==> src/dbvc_pkg.sv <==
// dbvc_pkg: constants for the dual buck voltage control slave.
// assumes a 10 MHz core clock and a bus clock well below it.
package dbvc_pkg;
  // ---------------------------------------------
  // bus and register map
  // ---------------------------------------------
  localparam logic [6:0] DBVC_DEV_ADDR    = 7'h36;
  localparam logic [7:0] DBVC_IDX_CTRL    = 8'h00;
  localparam logic [7:0] DBVC_IDX_CH1     = 8'h01;
  localparam logic [7:0] DBVC_IDX_CH2     = 8'h02;
  localparam logic [3:0] DBVC_BITS_BYTE   = 4'h8;
  // ---------------------------------------------
  // fields
  // ---------------------------------------------
  localparam int         DBVC_CTRL_USTEP  = 0;
  localparam int         DBVC_CTRL_SS_EN  = 1;
  localparam int         DBVC_CTRL_FMOD   = 2;
  localparam int         DBVC_CH_PWM      = 5;
  localparam int         DBVC_CH2_GOOD_DIS = 6;
  localparam logic [7:0] DBVC_CTRL_RST    = 8'h04;
  localparam logic [7:0] DBVC_CH1_MASK    = 8'h3f;
  localparam logic [7:0] DBVC_CH2_MASK    = 8'h7f;
  // ---------------------------------------------
  // timing
  // ---------------------------------------------
  localparam int         DBVC_CLK_NS      = 100;
  localparam int         DBVC_STEP_US     = 32;
  localparam int         DBVC_STEP_CYC    = (DBVC_STEP_US * 1000) / DBVC_CLK_NS;
  localparam int         DBVC_TMR_W       = 9;
  // ---------------------------------------------
  // protocol states
  // ---------------------------------------------
  typedef enum logic [2:0] {
    DBVC_IDLE,
    DBVC_RX,
    DBVC_ACK,
    DBVC_TX,
    DBVC_MACK
  } dbvc_st_t;
endpackage

==> src/dbvc_top.sv <==
// dbvc_top: two-wire slave, three control registers, voltage code stepping.
// assumes scl and sda arrive asynchronously, open drain, with pull-ups outside.
//
// Contract
// - start is sda falling with scl high; stop is sda rising with scl high.
// - bus counts busy from start until stop, idle after stop.
// - a repeated start restarts address reception like a first start.
// - bytes are eight bits, most significant bit first.
// - a transfer may carry any number of bytes.
// - transmitter releases sda in acknowledge slot; receiver pulls low on ninth.
// - once addressed, every received byte is acknowledged.
// - first byte is seven address bits then direction, zero write one read.
// - the slave answers chip address 36h.
// - in a write, byte two is register index, byte three the value.
// - three read/write registers: control 00, channel 1 01, channel 2 02.
// - channel 2 register holds code, mode and indicator disable.
// - channel 1 takes 5-bit codes 00101 to 11001, 50 mV apart.
// - channel 2 takes 5-bit codes 00001 to 10000 in 100 mV steps.
// - without programming each channel uses its preset default code.
// - with micro-stepping enabled, codes move one step at a time.
// - channel 1 steps 50 mV every 32 us until target.
// - channel 2 steps 100 mV every 32 us until target.
// - sda changes only while scl is low, except start and stop.
// - a register bit forces a channel into fixed-frequency pwm.
// - spread spectrum rate bit: set is 1 kHz and default, clear 2 kHz.
`timescale 1ns/100ps
`default_nettype none
module dbvc_top
  import dbvc_pkg::*;
#(
  parameter logic [4:0] CH1_DEFAULT_CODE = 5'h09,
  parameter logic [4:0] CH2_DEFAULT_CODE = 5'h10
) (
  input  wire logic       ref_clk_in,
  input  wire logic       rstn_in,
  input  wire logic       ce_in,
  input  wire logic       scl_in,
  input  wire logic       sda_in,
  output logic            sda_out,
  output logic            sda_oe_out,
  output logic [4:0]      ch1_code_out,
  output logic [4:0]      ch2_code_out,
  output logic            ch1_force_pwm_out,
  output logic            ch2_force_pwm_out,
  output logic            ss_enable_out,
  output logic            ss_fmod_1k_out,
  output logic            output_good_indicator_dis_out,
  output logic            bus_busy_out,
  output logic            stepping_out
);

  // ---------------------------------------------
  // elaboration checks
  // ---------------------------------------------
  if (DBVC_STEP_CYC < 1 || DBVC_STEP_CYC >= (1 << DBVC_TMR_W)) begin : g_chk_tmr
    $error("step timer too narrow");
  end
  if (CH1_DEFAULT_CODE < 5'h05 || CH1_DEFAULT_CODE > 5'h19) begin : g_chk_c1
    $error("channel 1 default code out of range");
  end
  if (CH2_DEFAULT_CODE < 5'h01 || CH2_DEFAULT_CODE > 5'h10) begin : g_chk_c2
    $error("channel 2 default code out of range");
  end

  // ---------------------------------------------
  // state
  // ---------------------------------------------
  typedef struct packed {
    logic                  scl_m;
    logic                  scl_s;
    logic                  scl_p;
    logic                  sda_m;
    logic                  sda_s;
    logic                  sda_p;
    dbvc_st_t              st;
    logic [3:0]            cnt;
    logic [1:0]            phase;
    logic                  rw;
    logic                  mack;
    logic                  busy;
    logic [7:0]            idx;
    logic [7:0]            sh;
    logic                  oe;
    logic [7:0]            ctrl;
    logic [7:0]            ch1;
    logic [7:0]            ch2;
    logic [4:0]            act1;
    logic [4:0]            act2;
    logic [DBVC_TMR_W-1:0] tmr;
    logic                  stp;
  } dbvc_state_t;

  dbvc_state_t s_r;
  dbvc_state_t s_nxt;

  localparam logic [DBVC_TMR_W-1:0] STEP_LAST = DBVC_TMR_W'(DBVC_STEP_CYC - 1);

  // ---------------------------------------------
  // helpers
  // ---------------------------------------------
  function automatic logic [4:0] dbvc_step(input logic [4:0] cur, input logic [4:0] tgt);
    if (cur < tgt) begin
      dbvc_step = cur + 5'h01;
    end else if (cur > tgt) begin
      dbvc_step = cur - 5'h01;
    end else begin
      dbvc_step = cur;
    end
  endfunction

  function automatic logic [7:0] dbvc_rd(input dbvc_state_t s);
    case (s.idx)
      DBVC_IDX_CTRL: dbvc_rd = s.ctrl;
      DBVC_IDX_CH1:  dbvc_rd = s.ch1;
      DBVC_IDX_CH2:  dbvc_rd = s.ch2;
      default:       dbvc_rd = 8'h00;
    endcase
  endfunction

  // ---------------------------------------------
  // next state
  // ---------------------------------------------
  logic       scl_rise;
  logic       scl_fall;
  logic       start_c;
  logic       stop_c;
  logic [7:0] byte_in;
  logic [4:0] tgt1;
  logic [4:0] tgt2;
  logic       ramp;
  logic [7:0] rd_byte;

  always_comb begin
    s_nxt    = s_r;
    s_nxt.scl_m = scl_in;
    s_nxt.scl_s = s_r.scl_m;
    s_nxt.scl_p = s_r.scl_s;
    s_nxt.sda_m = sda_in;
    s_nxt.sda_s = s_r.sda_m;
    s_nxt.sda_p = s_r.sda_s;
    scl_rise = s_r.scl_s && !s_r.scl_p;
    scl_fall = !s_r.scl_s && s_r.scl_p;
    start_c  = s_r.scl_s && s_r.scl_p && s_r.sda_p && !s_r.sda_s;
    stop_c   = s_r.scl_s && s_r.scl_p && !s_r.sda_p && s_r.sda_s;
    byte_in  = s_r.sh;
    tgt1     = s_r.ch1[4:0];
    tgt2     = s_r.ch2[4:0];
    ramp     = (s_r.act1 != tgt1) || (s_r.act2 != tgt2);
    rd_byte  = dbvc_rd(s_r);

    if (start_c) begin
      // first and repeated start alike
      s_nxt.st    = DBVC_RX;
      s_nxt.cnt   = 4'h0;
      s_nxt.phase = 2'h0;
      s_nxt.oe    = 1'b0;
      s_nxt.busy  = 1'b1;
    end else if (stop_c) begin
      s_nxt.st   = DBVC_IDLE;
      s_nxt.oe   = 1'b0;
      s_nxt.busy = 1'b0;
    end else begin
      case (s_r.st)
        DBVC_IDLE: begin
          s_nxt.oe = 1'b0;
        end
        DBVC_RX: begin
          if (scl_rise) begin
            // msb first shift
            s_nxt.sh  = {s_r.sh[6:0], s_r.sda_s};
            s_nxt.cnt = s_r.cnt + 4'h1;
          end else if (scl_fall && s_r.cnt == DBVC_BITS_BYTE) begin
            // drive only after scl falls
            s_nxt.st  = DBVC_ACK;
            s_nxt.oe  = 1'b1;
            s_nxt.cnt = 4'h0;
            case (s_r.phase)
              2'h0: begin
                if (byte_in[7:1] == DBVC_DEV_ADDR) begin
                  s_nxt.rw    = byte_in[0];
                  s_nxt.phase = 2'h1;
                end else begin
                  s_nxt.st = DBVC_IDLE;
                  s_nxt.oe = 1'b0;
                end
              end
              2'h1: begin
                s_nxt.idx   = byte_in;
                s_nxt.phase = 2'h2;
              end
              default: begin
                // any number of data bytes, all acked
                case (s_r.idx)
                  DBVC_IDX_CTRL: s_nxt.ctrl = byte_in;
                  DBVC_IDX_CH1:  s_nxt.ch1  = byte_in & DBVC_CH1_MASK;
                  DBVC_IDX_CH2:  s_nxt.ch2  = byte_in & DBVC_CH2_MASK;
                  default:       s_nxt.ctrl = s_r.ctrl;
                endcase
              end
            endcase
          end
        end
        DBVC_ACK: begin
          // master clocks the slot; on its falling edge release, or in a read drive the first data bit
          if (scl_fall) begin
            s_nxt.cnt = 4'h0;
            if (s_r.rw) begin
              s_nxt.st = DBVC_TX;
              s_nxt.sh = rd_byte;
              s_nxt.oe = !rd_byte[7];
            end else begin
              s_nxt.st = DBVC_RX;
              s_nxt.oe = 1'b0;
            end
          end
        end
        DBVC_TX: begin
          if (scl_rise) begin
            s_nxt.cnt = s_r.cnt + 4'h1;
          end else if (scl_fall) begin
            if (s_r.cnt == DBVC_BITS_BYTE) begin
              s_nxt.st = DBVC_MACK;
              s_nxt.oe = 1'b0;
            end else begin
              s_nxt.sh = {s_r.sh[6:0], 1'b0};
              s_nxt.oe = !s_r.sh[6];
            end
          end
        end
        DBVC_MACK: begin
          if (scl_rise) begin
            s_nxt.mack = !s_r.sda_s;
          end else if (scl_fall) begin
            s_nxt.cnt = 4'h0;
            if (s_r.mack) begin
              s_nxt.st = DBVC_TX;
              s_nxt.sh = rd_byte;
              s_nxt.oe = !rd_byte[7];
            end else begin
              s_nxt.st = DBVC_IDLE;
            end
          end
        end
        default: begin
          s_nxt.st = DBVC_IDLE;
          s_nxt.oe = 1'b0;
        end
      endcase
    end

    // output code stepping
    if (s_r.ctrl[DBVC_CTRL_USTEP] && ramp) begin
      if (s_r.tmr == STEP_LAST) begin
        s_nxt.tmr  = '0;
        s_nxt.act1 = dbvc_step(s_r.act1, tgt1);
        s_nxt.act2 = dbvc_step(s_r.act2, tgt2);
      end else begin
        s_nxt.tmr = s_r.tmr + DBVC_TMR_W'(1);
      end
    end else begin
      s_nxt.tmr  = '0;
      s_nxt.act1 = tgt1;
      s_nxt.act2 = tgt2;
    end
    s_nxt.stp = (s_nxt.tmr != '0);
  end

  // ---------------------------------------------
  // registers
  // ---------------------------------------------
  always_ff @(posedge ref_clk_in) begin
    if (!rstn_in) begin
      s_r       <= '0;
      s_r.scl_m <= 1'b1;
      s_r.scl_s <= 1'b1;
      s_r.scl_p <= 1'b1;
      s_r.sda_m <= 1'b1;
      s_r.sda_s <= 1'b1;
      s_r.sda_p <= 1'b1;
      s_r.st    <= DBVC_IDLE;
      s_r.ctrl  <= DBVC_CTRL_RST;
      s_r.ch1   <= {3'b000, CH1_DEFAULT_CODE};
      s_r.ch2   <= {3'b000, CH2_DEFAULT_CODE};
      s_r.act1  <= CH1_DEFAULT_CODE;
      s_r.act2  <= CH2_DEFAULT_CODE;
    end else if (ce_in) begin
      s_r <= s_nxt;
    end
  end

  // ---------------------------------------------
  // outputs
  // ---------------------------------------------
  assign sda_out                       = 1'b0;
  assign sda_oe_out                    = s_r.oe;
  assign ch1_code_out                  = s_r.act1;
  assign ch2_code_out                  = s_r.act2;
  assign ch1_force_pwm_out             = s_r.ch1[DBVC_CH_PWM];
  assign ch2_force_pwm_out             = s_r.ch2[DBVC_CH_PWM];
  assign ss_enable_out                 = s_r.ctrl[DBVC_CTRL_SS_EN];
  assign ss_fmod_1k_out                = s_r.ctrl[DBVC_CTRL_FMOD];
  assign output_good_indicator_dis_out = s_r.ch2[DBVC_CH2_GOOD_DIS];
  assign bus_busy_out                  = s_r.busy;
  assign stepping_out                  = s_r.stp;

endmodule
`default_nettype wire

==> config.mk <==
export PLATFORM = sky130hd
export DESIGN_NAME = dbvc_top
export DESIGN_NICKNAME = d
export VERILOG_FILES = /design/src/dbvc_pkg.sv /design/src/dbvc_top.sv
export SDC_FILE = /design/constraint.sdc
export NUM_CORES = 1
export LEC_CHECK = 0
export ABC_CLOCK_PERIOD_IN_PS = 3790
export BUFFER_PORTS_ARGS = -buffer_cell sky130_fd_sc_hd__buf_4
export CORE_ASPECT_RATIO = 2
export CORE_MARGIN = 4
export CORE_UTILIZATION = 40
export CTS_BUF_LIST = sky130_fd_sc_hd__clkbuf_4
export DETAILED_ROUTE_END_ITERATION = 12
export HOLD_SLACK_MARGIN = 0.03
export PLACE_DENSITY_LB_ADDON = 0.3
export SLEW_MARGIN = 15
export SYNTH_ARGS = -nofsm -noshare
export SYNTH_HDL_FRONTEND = slang
export SYNTH_SLANG_ARGS = --single-unit
==> constraint.sdc <==
create_clock -name ref_clk_in -period 3.79 [get_ports ref_clk_in]
set_input_delay 0.1895 -clock ref_clk_in [delete_from_list [all_inputs] [get_ports ref_clk_in]]
set_output_delay 0.1895 -clock ref_clk_in [all_outputs]
set_load 0.01 [all_outputs]
### Yosys cells after proc, flatten, opt, wreduce, memory -nomap -nowiden

Cells that the tools add are included.

| operators by class | value |
|---|---|
| bitwise gates (word level) | 4 |
| eq/ne operators | 42 |
| add/sub/neg operators | 6 |
| shift-type cells | 0 |
| $mul | 0 |
| divide/modulo/power cells | 0 |
| magnitude comparators | 4 |
| mux-type cells | 59 |
| reductions and logical operators | 41 |

Operator list:

| kind | count |
|---|---|
| two-way mux 9 bit | 8 |
| two-way mux 25 bit | 2 |
| two-way mux 8 bit | 5 |
| inequality test 4 bit (second input constant) | 10 |
| AND reduction 8 bit | 5 |
| one-hot mux 8 bit (4 select lines) | 1 |
| two-way mux 7 bit | 4 |
| two-way mux 3 bit | 9 |
| two-way mux 24 bit | 1 |
| one-hot mux 8 bit (3 select lines) | 1 |
| two-way mux 10 bit | 2 |
| two-way mux 5 bit | 4 |
| inequality test 2 bit (second input constant) | 10 |
| two-way mux 19 bit | 1 |
| inequality test 3 bit (second input constant) | 6 |
| one-hot mux 4 bit (4 select lines) | 1 |
| one-hot mux 3 bit (5 select lines) | 1 |
| AND reduction 7 bit | 2 |
| AND reduction 13 bit | 1 |
| two-way mux 1 bit | 11 |
| adder 5 x 1 -> 5 bit (second input constant) | 2 |
| > comparator 5 bit | 2 |
| less-than comparator 5 bit | 2 |
| inequality test 5 bit | 2 |
| other kinds (37) | 63 |

| storage, ports and cells | value |
|---|---|
| ROM bits | 0 |
| output and inout port bits | 19 |
| memories kept | 0 |
| bits in writable memories | 0 |
| bits in latches | 0 |
| logic and storage cells | 178 |
| input port bits | 5 |
| register bits | 76 |

### Logic depth before layout (Yosys ltp)

Gate-level depths: netlist of run 1.

| logic depth | value |
|---|---|
| word-level depth | 9 |
| depth in mapped cells | 13 |
| mapped depth without buffers | 13 |

### Least setup slack after synthesis of run 1

No wires, ideal clock.

| timing path | value |
|---|---|
| kind | register -> register |
| start point | register s_r[22] in the netlist's numbering |
| end point | register s_r, in the netlist ch2_code_out[4] |
| buffers on the path | 0 |
| setup slack | 0.935 ns |
| arrival | 2.735 ns |
| stages on the path, launching flop included | 13 |
| setup time | 0.120 ns |
| cell sequence | dfxtp_1 inv_1 ha_1 nand2_1 o21a_1 o21ai_0 ha_1 a21o_1 a21oi_1 xnor2_1 xnor2_1 o2111ai_1 o31a_1 |

| on the way | value |
|---|---|
| word-level cells in the longest chain between the ends | 5 |
| elaborated cells on any way between the ends | 11 |
| classes of those cells | order compare (2); eq/ne (3); mux (3); reduce/logical (3) |

Ends and longest elaborated chain:

| element | line | RTL |
|---|---|---|
| start: declaration | dbvc_top.sv:93 | `dbvc_state_t s_r;` |
| start signal: assignment | dbvc_top.sv:287 | `s_r <= s_nxt;` |
| parallel branches: the longest is 5 deep, another holds less-than comparator 5 bit | - |  |

Several ways; the timed one is not identified. The select of a mux whose other input is x is not followed.
A chain may end at the register's enable or synchronous reset.

### Worst setup path after layout of run 1

| timing path | value |
|---|---|
| start point | register s_r[30] in the netlist's numbering |
| end point | register s_r, in the netlist ch1_code_out[4] |

Same word-level chain as after synthesis.

==> summary.md, run 1 <==
| Metric | Value |
|---|---|
| Critical path class | `flip-flop to flip-flop` |
| Logic pwr share | `8.8%` |
| Ys flop type | `dfxtp_1` |
| CTS tree | `yes` |
| Area delta synth->final | `8.25%` |
| Dpl hpwl | `8.44 mm` |
| Initial antenna violation count | `1` |
| Layout cell share with drive strength beyond 1 | `10.6%` |
| Met1 usage | `17.1%` |
| First-pass GRT wire length | `19.0 mm` |
| P_int | `0.00120 W` |
| Tot GR Track Use | `17.4%` |
| Switching Fraction | `24.3%` |
| Max incr delay on CP | `420 ps` |
| Simple-Gate Fraction of Synth Area | `24.7%` |
| Nets | `597` |
| Most frequent cells in the layout | `dfxtp_1, nand2_1, nor2_1, a21oi_1, mux2i_1` |
| RSZ-0062 raised after global routing | `false` |
| Syn_area_per_cell | `7.96 um2` |
| Layout Skew | `11.4 ps` |
| ANT nets after route | `0` |
| Drt pass-1 iters | `4` |
| Leakage power | `1.91 nW` |
| Async SR Flop Fraction | `0%` |
| Worst-Skew Late Latency | `420 ps` |
| Post-synthesis mux area share | `7.02%` |
| Crit-path slowest cell | `a31oi_1` |
| Sw Pwr | `0.000385 W` |
| Die Width | `83.7 um` |
| Max Fclk | `354 MHz` |
| Setup violators final | `0` |
| Sequential share of power | `51.8%` |
| Row count | `55` |
| Family with the most delay on the worst path | `compound AO/OA/AOI/OAI gates` |
| Yosys Warn Count | `0` |
| Met2 GRT Util | `33.4%` |
| Root cell of the clock tree | `clkbuf_4` |
| Worst path bufs/invs | `2` |
| #FFs+latches synth | `76` |
| Busiest grt layer | `met2` |
| Final Max Tran Viols | `0` |
| Via count | `4,096` |
| Seq/Total Area, Yosys | `33.2%` |
| Clock Sinks | `76` |
| Synthesized net count | `601` |
| Die area | `13,300 um2` |
| Initial core utilization | `40.6%` |
| Final hold violations | `0` |
| Die Span Y | `159 um` |
| Critical Path RT | `4100 ps` |
| Vias in the first global route | `4,005` |
| Crit path launch type | `flip-flop` |
| Gr ovfl total | `0` |
| Synth Cell Area | `4580 um2` |
| Placed cells | `700` |
| Commonest non-fill, non-tap cell in the layout | `dfxtp_1` |
| Area occupied by multi-input gates | `2770 um2` |
| Fin util | `43.9%` |
| Tmin final | `2820 ps` |
| Setup TNS | `0 ps` |
| Flip-flop and latch area | `1520 um2` |
| Post-Synth Adder-Cell Area | `6.07%` |
| Rel. slew slack | `54.6%` |
| Worst Tran Pin Value | `679 ps` |
| Placed instance area | `4760 um2` |
| Cts bufs inserted | `9` |
| VDD IR max | `0.132 mV` |
| Cell count after synthesis | `575` |
| Postcts setup bufs | `0` |
| CP Max Fanout | `4` |
| Top-level I/O count | `24` |
| Worst Hold Class | `input port to flip-flop` |
| Max-cap violation count | `0` |
| IO buf count | `22` |
| Outcome | `completed` |
| Crit end category | `flip-flop` |
| Final Cell Area | `4960 um2` |
| H-tree Lvls | `3` |
| Worst path most repeated cell | `a21oi_1` |
| Worst EP arrival | `3130 ps` |
| PostCTS Resize Cnt | `0` |
| Largest net degree at the start of global routing | `52` |
| Vias per cell | `5.70` |
| XOR/XNOR share of the synthesized area | `1.91%` |
| Critical path cell sequence | `inv_1 -> ha_1 -> a21oi_1 -> o21ai_0 -> a31oi_1 -> inv_1 -> ha_1 -> nand2b_1 -> a21oi_1 -> xor2_1 -> xnor2_1 -> a21oi_1 -> a21oi_1` |
| Number of synthesized flops with an enable pin | `0` |
| CTS max path bufs | `2` |
| Compound-cell area share of the yosys netlist | `20.5%` |
| # fillers | `1,166` |
| # DRC | `0` |
| Clock network fraction of design power | `39.5%` |
| Combinational family with the most area after synthesis | `simple AND/OR/NAND/NOR gates` |
| Period utilisation layout | `74.5%` |
| Pwr Density | `319 nW/um2` |
| Reg clk slew, reported paths | `120 ps` |
| Non-filler cells in the finished layout | `719` |
| Post-DR wirelength/cell | `16.0 um` |
| WL final | `11.5 mm` |
| M3 GR Usage | `3.00%` |
| DRT iter0 DRCs | `254` |
| Synth cell types | `68` |
| GPL Wtd Cong | `0.923` |
| Core Box Area | `11,300 um2` |
worst reg2reg max path, cell delays in order, from the launching register on:
cell and delay [ps]:
dfxtp_1 400, inv_1 60, ha_1 310, a21oi_1 130, o21ai_0 110, a31oi_1 420
inv_1 160, ha_1 340, nand2b_1 80, a21oi_1 170, xor2_1 190, xnor2_1 80
a21oi_1 170, a21oi_1 80
per-layer routing:
metal  vias to the layer above  part of all wire, %
met2                        74                   55
met5                         -                    0
met4                         0                  4.1
li1                       2042                    -
met3                        29                  2.4
met1                      1951                   39
state kept, by name (all words and copies together) (netlist names):
name / flops
ch1_code_out: 5
sda_oe_out: 1
ch2_force_pwm_out: 1
ss_fmod_1k_out: 1
s_r: 46
s_nxt: 4
ch1_force_pwm_out: 1
output_good_indicator_dis_out: 1
bus_busy_out: 1
ch2_code_out: 5
byte_in: 8
stepping_out: 1
ss_enable_out: 1
cell usage after synthesis, drive strengths merged (3+ instances only):
library cell / instances / area [um2]
and2: 3 / 21.3
a221oi: 7 / 67.6
nand3b: 4 / 30.0
o31a: 5 / 43.8
o21a: 3 / 22.5
a211oi: 4 / 30.0
dfxtp: 76 / 1520
a21boi: 3 / 22.5
nor2: 60 / 225
inv: 20 / 75.1
a21oi: 42 / 210
nand3: 28 / 140
mux2i: 31 / 310
a21o: 5 / 37.5
buf: 16 / 111
xnor2: 8 / 70.1
clkbuf: 28 / 105
a31oi: 6 / 37.5
nand2b: 13 / 81.3
or3: 5 / 31.3
nor4: 7 / 50.1
ha: 19 / 238
a31o: 6 / 52.6
o21ai: 31 / 159
a311oi: 4 / 52.6
nor2b: 12 / 75.1
nand2: 66 / 248
nand4: 3 / 25.0
o211ai: 3 / 22.5
and3: 5 / 31.3
nor3: 10 / 50.1
o31ai: 4 / 30.0
final cells by class:
cell class                      count  share of cell area [%]
Clock buffer                       10                    1.51
Clock inverter                      6                    2.07
Tap cell                          142                    3.58
Multi-Input combinational cell    433                    55.9
Timing Repair Buffer               29                    4.49
Inverter                           22                    1.67
Sequential cell                    76                    30.7
Antenna cell                        1                  0.0505
power groups by stage:
stage | clock, W | combinational [W] | sequential (W)
2_1_floorplan | 0 | 0.000110 | 0.000831
3_3_place_gp | 0 | 0.000135 | 0.000838
3_5_place_dp | 0 | 0.000138 | 0.000838
4_1_cts | 0.000642 | 0.000140 | 0.000820
5_1_grt | 0.000677 | 0.000155 | 0.000822
6_report | 0.000625 | 0.000139 | 0.000820
worst paths after layout:
path / start / to / slack, ps / cells after the start
worst max-delay path: s_r[30]$_SDFFE_PN0P_ / ch1_code_out[4]$_SDFFE_PN0P_ / 970 / 13
worst min-delay path: ce_in / s_r[76]$_SDFFE_PN1P_ / 170 / 3
worst max register to register: s_r[30]$_SDFFE_PN0P_ / ch1_code_out[4]$_SDFFE_PN0P_ / 970 / 13
worst min register to register: s_r[42]$_SDFFE_PN0P_ / s_r[42]$_SDFFE_PN0P_ / 470 / 2
kinds of logic (layout without fill, tap and decap cells):
group,count (synthesis),after routing
buf+inv,66,67
simple gates,230,230
other cells,1,2
fa+ha+maj,21,21
flops,76,76
xor+xnor,10,10
compound gates,139,139
mux,32,32
stage by stage:
stage	setup WS, ps	hold WS [ps]	total power (W)
floorplan	935	318	0.000941
global placement	1120	418	0.000973
detailed placement	1010	420	0.000976
CTS	980	131	0.00160
global route	677	137	0.00165
finish	966	174	0.00158
timing repair:
| action | 4_1_cts | 5_1_grt |
|---|---|---|
| endpoints found under the hold margin | 2 | 0 |
| setup endpoints to repair | 0 | 0 |
| hold buffers | 2 | 0 |
Power figures use the tool's default switching activity.
==> inputs of run 2 (changes only) <==
--- a/config.mk
+++ b/config.mk
@@ -5,7 +5,7 @@
 export SDC_FILE = /design/constraint.sdc
 export NUM_CORES = 1
 export LEC_CHECK = 0
-export ABC_CLOCK_PERIOD_IN_PS = 3790
+export ABC_CLOCK_PERIOD_IN_PS = 2780
 export BUFFER_PORTS_ARGS = -buffer_cell sky130_fd_sc_hd__buf_4
 export CORE_ASPECT_RATIO = 2
 export CORE_MARGIN = 4
==> constraint.sdc (replaced) <==
create_clock -name ref_clk_in -period 2.78 [get_ports ref_clk_in]
set_input_delay 0.139 -clock ref_clk_in [delete_from_list [all_inputs] [get_ports ref_clk_in]]
set_output_delay 0.139 -clock ref_clk_in [all_outputs]
set_load 0.01 [all_outputs]
==> summary.md, run 2 (synthesis results as in run 1) <==
| Metric | Value |
|---|---|
| Outcome | `completed` |
| Logic pwr share | `10.6%` |
| Area delta synth->final | `11.7%` |
| H-tree Lvls | `3` |
| Critical Path RT | `3120 ps` |
| Setup violators final | `0` |
| Tot Pwr | `0.00200 W` |
| Vias in the first global route | `4,056` |
| Die area | `13,300 um2` |
| Vias per cell | `5.63` |
| Drt pass-1 iters | `4` |
| Setup TNS | `0 ps` |
| CTS max path bufs | `2` |
| Root cell of the clock tree | `clkbuf_4` |
| Max FFs per register | `46` |
| Layout cell share with drive strength beyond 1 | `14.0%` |
| Reg with most FFs | `s_r` |
| Worst Tran Pin Value | `652 ps` |
| # DRC | `0` |
| CTS tree | `yes` |
| CP Max Fanout | `9` |
| Max-cap violation count | `0` |
| Worst R2R Path Depth | `8` |
| Row count | `55` |
| # fillers | `1,180` |
| Crit end category | `flip-flop` |
| Period utilisation layout | `93.8%` |
| Layout Skew | `13.7 ps` |
| WL final | `11.9 mm` |
| Max Fclk | `383 MHz` |
| Non-filler cells in the finished layout | `742` |
| Worst-Skew Late Latency | `430 ps` |
| Via count | `4,179` |
| Gr ovfl total | `0` |
| Switching Fraction | `26.0%` |
| Tmin final | `2610 ps` |
| Largest net degree at the start of global routing | `39` |
| Critical path class | `flip-flop to flip-flop` |
| Final worst-path setup slack | `172 ps` |
| Clock Sinks | `76` |
| Clock network fraction of design power | `33.6%` |
| Initial core utilization | `40.6%` |
| Dpl hpwl | `8.90 mm` |
| First-pass GRT wire length | `19.6 mm` |
| Placed cells | `718` |
| VDD IR max | `0.226 mV` |
| Cts bufs inserted | `9` |
| WHS Endpoint | `s_r[2]$_SDFFE_PN0P_` |
| Reg-to-Reg Start | `s_r[31]$_SDFFE_PN1P_` |
| Min-delay src | `ce_in` |
| Pwr Density | `391 nW/um2` |
| RSZ-0062 raised after global routing | `false` |
| IO buf count | `22` |
| Worst EP arrival | `2940 ps` |
| Reg2reg end | `ch1_code_out[0]$_SDFFE_PN1P_` |
| P_int | `0.00148 W` |
| Leakage power | `1.99 nW` |
| Reg clk slew, reported paths | `120 ps` |
| Crit path launch type | `flip-flop` |
| Die Width | `83.7 um` |
| Die Span Y | `159 um` |
| Final Max Tran Viols | `0` |
| Sw Pwr | `0.000520 W` |
| Post-DR wirelength/cell | `16.0 um` |
| Core Box Area | `11,300 um2` |
| ANT nets after route | `0` |
| GPL Wtd Cong | `0.856` |
| DRT iter0 DRCs | `183` |
| Initial antenna violation count | `1` |
| Commonest non-fill, non-tap cell in the layout | `dfxtp_1` |
| Nets | `620` |
| Reg-to-reg slack, setup | `170 ps` |
| Sequential share of power | `55.8%` |
| Tot GR Track Use | `18.1%` |
| Most frequent cells in the layout | `dfxtp_1, nand2_1, nor2_1, buf_4, a21oi_1` |
| Final hold violations | `0` |
| Top-level I/O count | `24` |
| Rel. slew slack | `56.1%` |
| Post-place setup slack | `47.1 ps` |
| Worst Hold Class | `input port to flip-flop` |
| Hold depth | `3` |
[run 2: cell types whose count changed in the layout (fill, tap and decap cells not counted)]
cell           change
dfxtp_2            +1
dfxtp_1            -1
o21ai_4            +1
clkinv_2           -1
clkbuf_4           +1
o21ai_0            -1
clkinvlp_4         +2
a31oi_1            -1
bufinv_16          -2
buf_4             +20
dlygate4sd3_1      +3
a31oi_2            +1
[run 2: metrics by stage]
step                utilization [%]  hold WS [ps]  instance area (um2)
floorplan                         -           267                 4580
global placement               43.3           364                 4890
detailed placement             43.3           365                 4890
CTS                            45.0          81.1                 5080
global route                   45.3          89.3                 5110
finish                         45.3           112                 5110
[run 2: routing by layer]
layer | vias to the layer above | global-route usage, % | share of wire [%]
li1 | 2083 | - | -
met1 | 2001 | 18.8 | 39
met2 | 69 | 34.3 | 56
met3 | 26 | 2.64 | 2.0
met4 | 0 | 8.86 | 3.6
met5 | - | 0 | 0
[run 2: worst max path at each step]
stage	startpoint	to	slack, ps	depth (start not counted)
4_1_cts	s_r[30]$_SDFFE_PN0P_	ch1_code_out[4]$_SDFFE_PN0P_	30	13
6_report	s_r[31]$_SDFFE_PN1P_	ch1_code_out[0]$_SDFFE_PN1P_	170	8
5_1_grt	s_r[22]$_SDFFE_PN0P_	ch2_code_out[4]$_SDFFE_PN1P_	7	12
2_1_floorplan	s_r[22]$_SDFFE_PN0P_	ch2_code_out[4]$_SDFFE_PN1P_	160	12
3_3_place_gp	s_r[30]$_SDFFE_PN0P_	ch1_code_out[4]$_SDFFE_PN0P_	150	13
3_5_place_dp	s_r[30]$_SDFFE_PN0P_	ch1_code_out[4]$_SDFFE_PN0P_	50	13
[run 2: power by group through the flow]
stage	Sequential, W	Combinational [W]	Clock, W
after global routing	0.00112	0.000237	0.000742
after global placement	0.00114	0.000198	0
final	0.00111	0.000212	0.000672
after floorplan	0.00113	0.000150	0
after detailed placement	0.00114	0.000201	0
after CTS	0.00112	0.000208	0.000698
[run 2: final cells by class]
class                           instances  area [um2]  area share (%)
Multi-Input combinational cell        433        2790            54.6
Sequential cell                        76        1520            29.8
Timing Repair Buffer                   52         403            7.88
Tap cell                              142         178            3.48
Clock buffer                           11        82.6            1.62
Inverter                               22        82.6            1.62
Clock inverter                          5        52.6            1.03
Antenna cell                            1        2.50          0.0489
[run 2: what timing repair did]
action / 4_1_cts / 5_1_grt
resized for setup: 0 / 4
hold endpoints to repair: 7 / 0
setup buffers: 0 / 2
hold buffers: 5 / 0
endpoints found under the setup margin: 0 / 3
[run 2: critical path: stages, from the launching register on]
cell	delay [ps]
dfxtp_1	390
inv_1	80
ha_1	350
nand4_2	170
o41a_4	500
a21oi_1	260
o31a_1	390
a21oi_1	110
a211o_1	270
==> inputs of run 3 (changes only) <==
--- a/config.mk
+++ b/config.mk
@@ -6,12 +6,12 @@
 export NUM_CORES = 1
 export LEC_CHECK = 0
 export ABC_CLOCK_PERIOD_IN_PS = 2780
-export BUFFER_PORTS_ARGS = -buffer_cell sky130_fd_sc_hd__buf_4
 export CORE_ASPECT_RATIO = 2
 export CORE_MARGIN = 4
 export CORE_UTILIZATION = 40
 export CTS_BUF_LIST = sky130_fd_sc_hd__clkbuf_4
 export DETAILED_ROUTE_END_ITERATION = 12
+export DONT_BUFFER_PORTS = 1
 export HOLD_SLACK_MARGIN = 0.03
 export PLACE_DENSITY_LB_ADDON = 0.3
 export SLEW_MARGIN = 15
==> summary.md, run 3 (synthesis results as in run 1) <==
| Metric | Value |
|---|---|
| Tmin final | `2650 ps` |
| Worst-Skew Late Latency | `420 ps` |
| Root cell of the clock tree | `clkbuf_4` |
| Reg with most FFs | `s_r` |
| Flip-flop and latch area | `1520 um2` |
| IO buf count | `0` |
| Worst Tran Pin Value | `688 ps` |
| Top-level I/O count | `24` |
| Vias per cell | `5.64` |
| Crit end category | `flip-flop` |
| DRT iter0 DRCs | `207` |
| Area occupied by multi-input gates | `2780 um2` |
| # fillers | `1,185` |
| Layout Skew | `18.7 ps` |
| Non-filler cells in the finished layout | `725` |
| Gr ovfl total | `0` |
| H-tree Lvls | `3` |
| ANT nets after route | `0` |
| Clock Sinks | `76` |
| GPL Wtd Cong | `0.947` |
| First-pass GRT wire length | `19.8 mm` |
| VDD IR max | `0.367 mV` |
| Setup TNS | `0 ps` |
| Cts bufs inserted | `9` |
| Row count | `55` |
| Leakage power | `1.92 nW` |
| Core Box Area | `11,300 um2` |
| Dpl hpwl | `8.85 mm` |
| Die Span Y | `159 um` |
| Final hold violations | `0` |
| Post-DR wirelength/cell | `16.8 um` |
| Final Cell Area | `5030 um2` |
| Initial core utilization | `40.6%` |
| # DRC | `0` |
| Nets | `603` |
| CTS max path bufs | `2` |
| Worst Hold Class | `input port to flip-flop` |
| CTS tree | `yes` |
| Die area | `13,300 um2` |
| Layout cell share with drive strength beyond 1 | `11.0%` |
| Rel. slew slack | `53.8%` |
| CP Max Fanout | `9` |
| Placed instance area | `4730 um2` |
| Max Fclk | `377 MHz` |
| Most frequent cells in the layout | `dfxtp_1, nand2_1, nor2_1, a21oi_1, mux2i_1` |
| Vias in the first global route | `4,038` |
| Area delta synth->final | `9.81%` |
| Critical Path RT | `3100 ps` |
| Period utilisation layout | `95.3%` |
| Drt pass-1 iters | `5` |
| WL final | `12.2 mm` |
| Placed cells | `696` |
| Setup violators final | `0` |
| Outcome | `completed` |
| Fin util | `44.5%` |
| Max-cap violation count | `0` |
| Reg clk slew, reported paths | `120 ps` |
| Final Max Tran Viols | `0` |
| Pwr Density | `416 nW/um2` |
| Die Width | `83.7 um` |
| Max FFs per register | `46` |
| Tot GR Track Use | `18.2%` |
| Largest net degree at the start of global routing | `51` |
| Worst EP arrival | `2970 ps` |
| Critical path class | `flip-flop to flip-flop` |
| Initial antenna violation count | `1` |
| Via count | `4,090` |
| Crit path launch type | `flip-flop` |
| RSZ-0062 raised after global routing | `true` |
| Commonest non-fill, non-tap cell in the layout | `dfxtp_1` |
## run 3: changes by cell type in the layout (fill, tap and decap cells not counted), sizes merged
| cell | change |
|---|---|
| bufinv | +1 |
| clkinvlp | -1 |
| dlygate4sd3 | +5 |
| buf | -22 |
## run 3: area by class of cell
type / instances / share of cell area (%)
Sequential cell: 76 / 30.3
Clock inverter: 5 / 1.52
Tap cell: 142 / 3.53
Multi-Input combinational cell: 433 / 55.3
Timing Repair Buffer: 35 / 5.97
Clock buffer: 11 / 1.64
Antenna cell: 1 / 0.0498
Inverter: 22 / 1.64
## run 3: worst max-delay path, stage by stage, from the launching register on
cell and delay [ps]:
dfxtp_1 470, inv_1 130, ha_1 310, nand4_2 130
o41a_4 490, and2_4 190, a311oi_4 250, buf_4 220
o21ai_2 80, a221oi_2 270
## run 3: repair_timing
action | 4_1_cts | 5_1_grt
pin swaps | 0 | 1
setup endpoints to repair | 1 | 4
hold buffers | 11 | 0
hold endpoints to repair | 40 | 0
setup buffers | 0 | 1
resized for setup | 1 | 4
## run 3: per-stage QoR
step	setup slack, ps	hold WS, ps	total power [W]
finish	131	108	0.00209
global route	-10.4	121	0.00218
detailed placement	-24.5	212	0.00131
global placement	138	208	0.00131
CTS	69.3	71.3	0.00211
floorplan	165	267	0.00128
## run 3: worst paths after layout
check	start	end	slack [ps]	depth (start not counted)
worst min register to register	s_r[39]$_SDFFE_PN0P_	s_r[39]$_SDFFE_PN0P_	470	2
worst min-delay path	ce_in	s_r[65]$_SDFFE_PN0P_	110	4
worst max-delay path	ch1_code_out[0]$_SDFFE_PN1P_	ch2_code_out[0]$_SDFFE_PN0P_	130	9
worst max register to register	ch1_code_out[0]$_SDFFE_PN1P_	ch2_code_out[0]$_SDFFE_PN0P_	130	9
## run 3: metal layers
metal / vias up / global-route usage, % / share of wire, %
li1: 2042 / - / -
met4: 0 / 8.20 / 2.7
met1: 1963 / 18.2 / 38
met5: - / 0 / 0
met3: 21 / 3.06 / 2.3
met2: 64 / 35.7 / 57
## run 3: report_power, final
group / internal (W) / switching (W) / leakage, nW / total, W
clock: 0.000381 / 0.000384 / 0.0845 / 0.000765
sequential: 0.00110 / 0.0000156 / 0.615 / 0.00111
combinational: 0.0000876 / 0.000122 / 1.22 / 0.000210
total: 0.00157 / 0.000521 / 1.92 / 0.00209
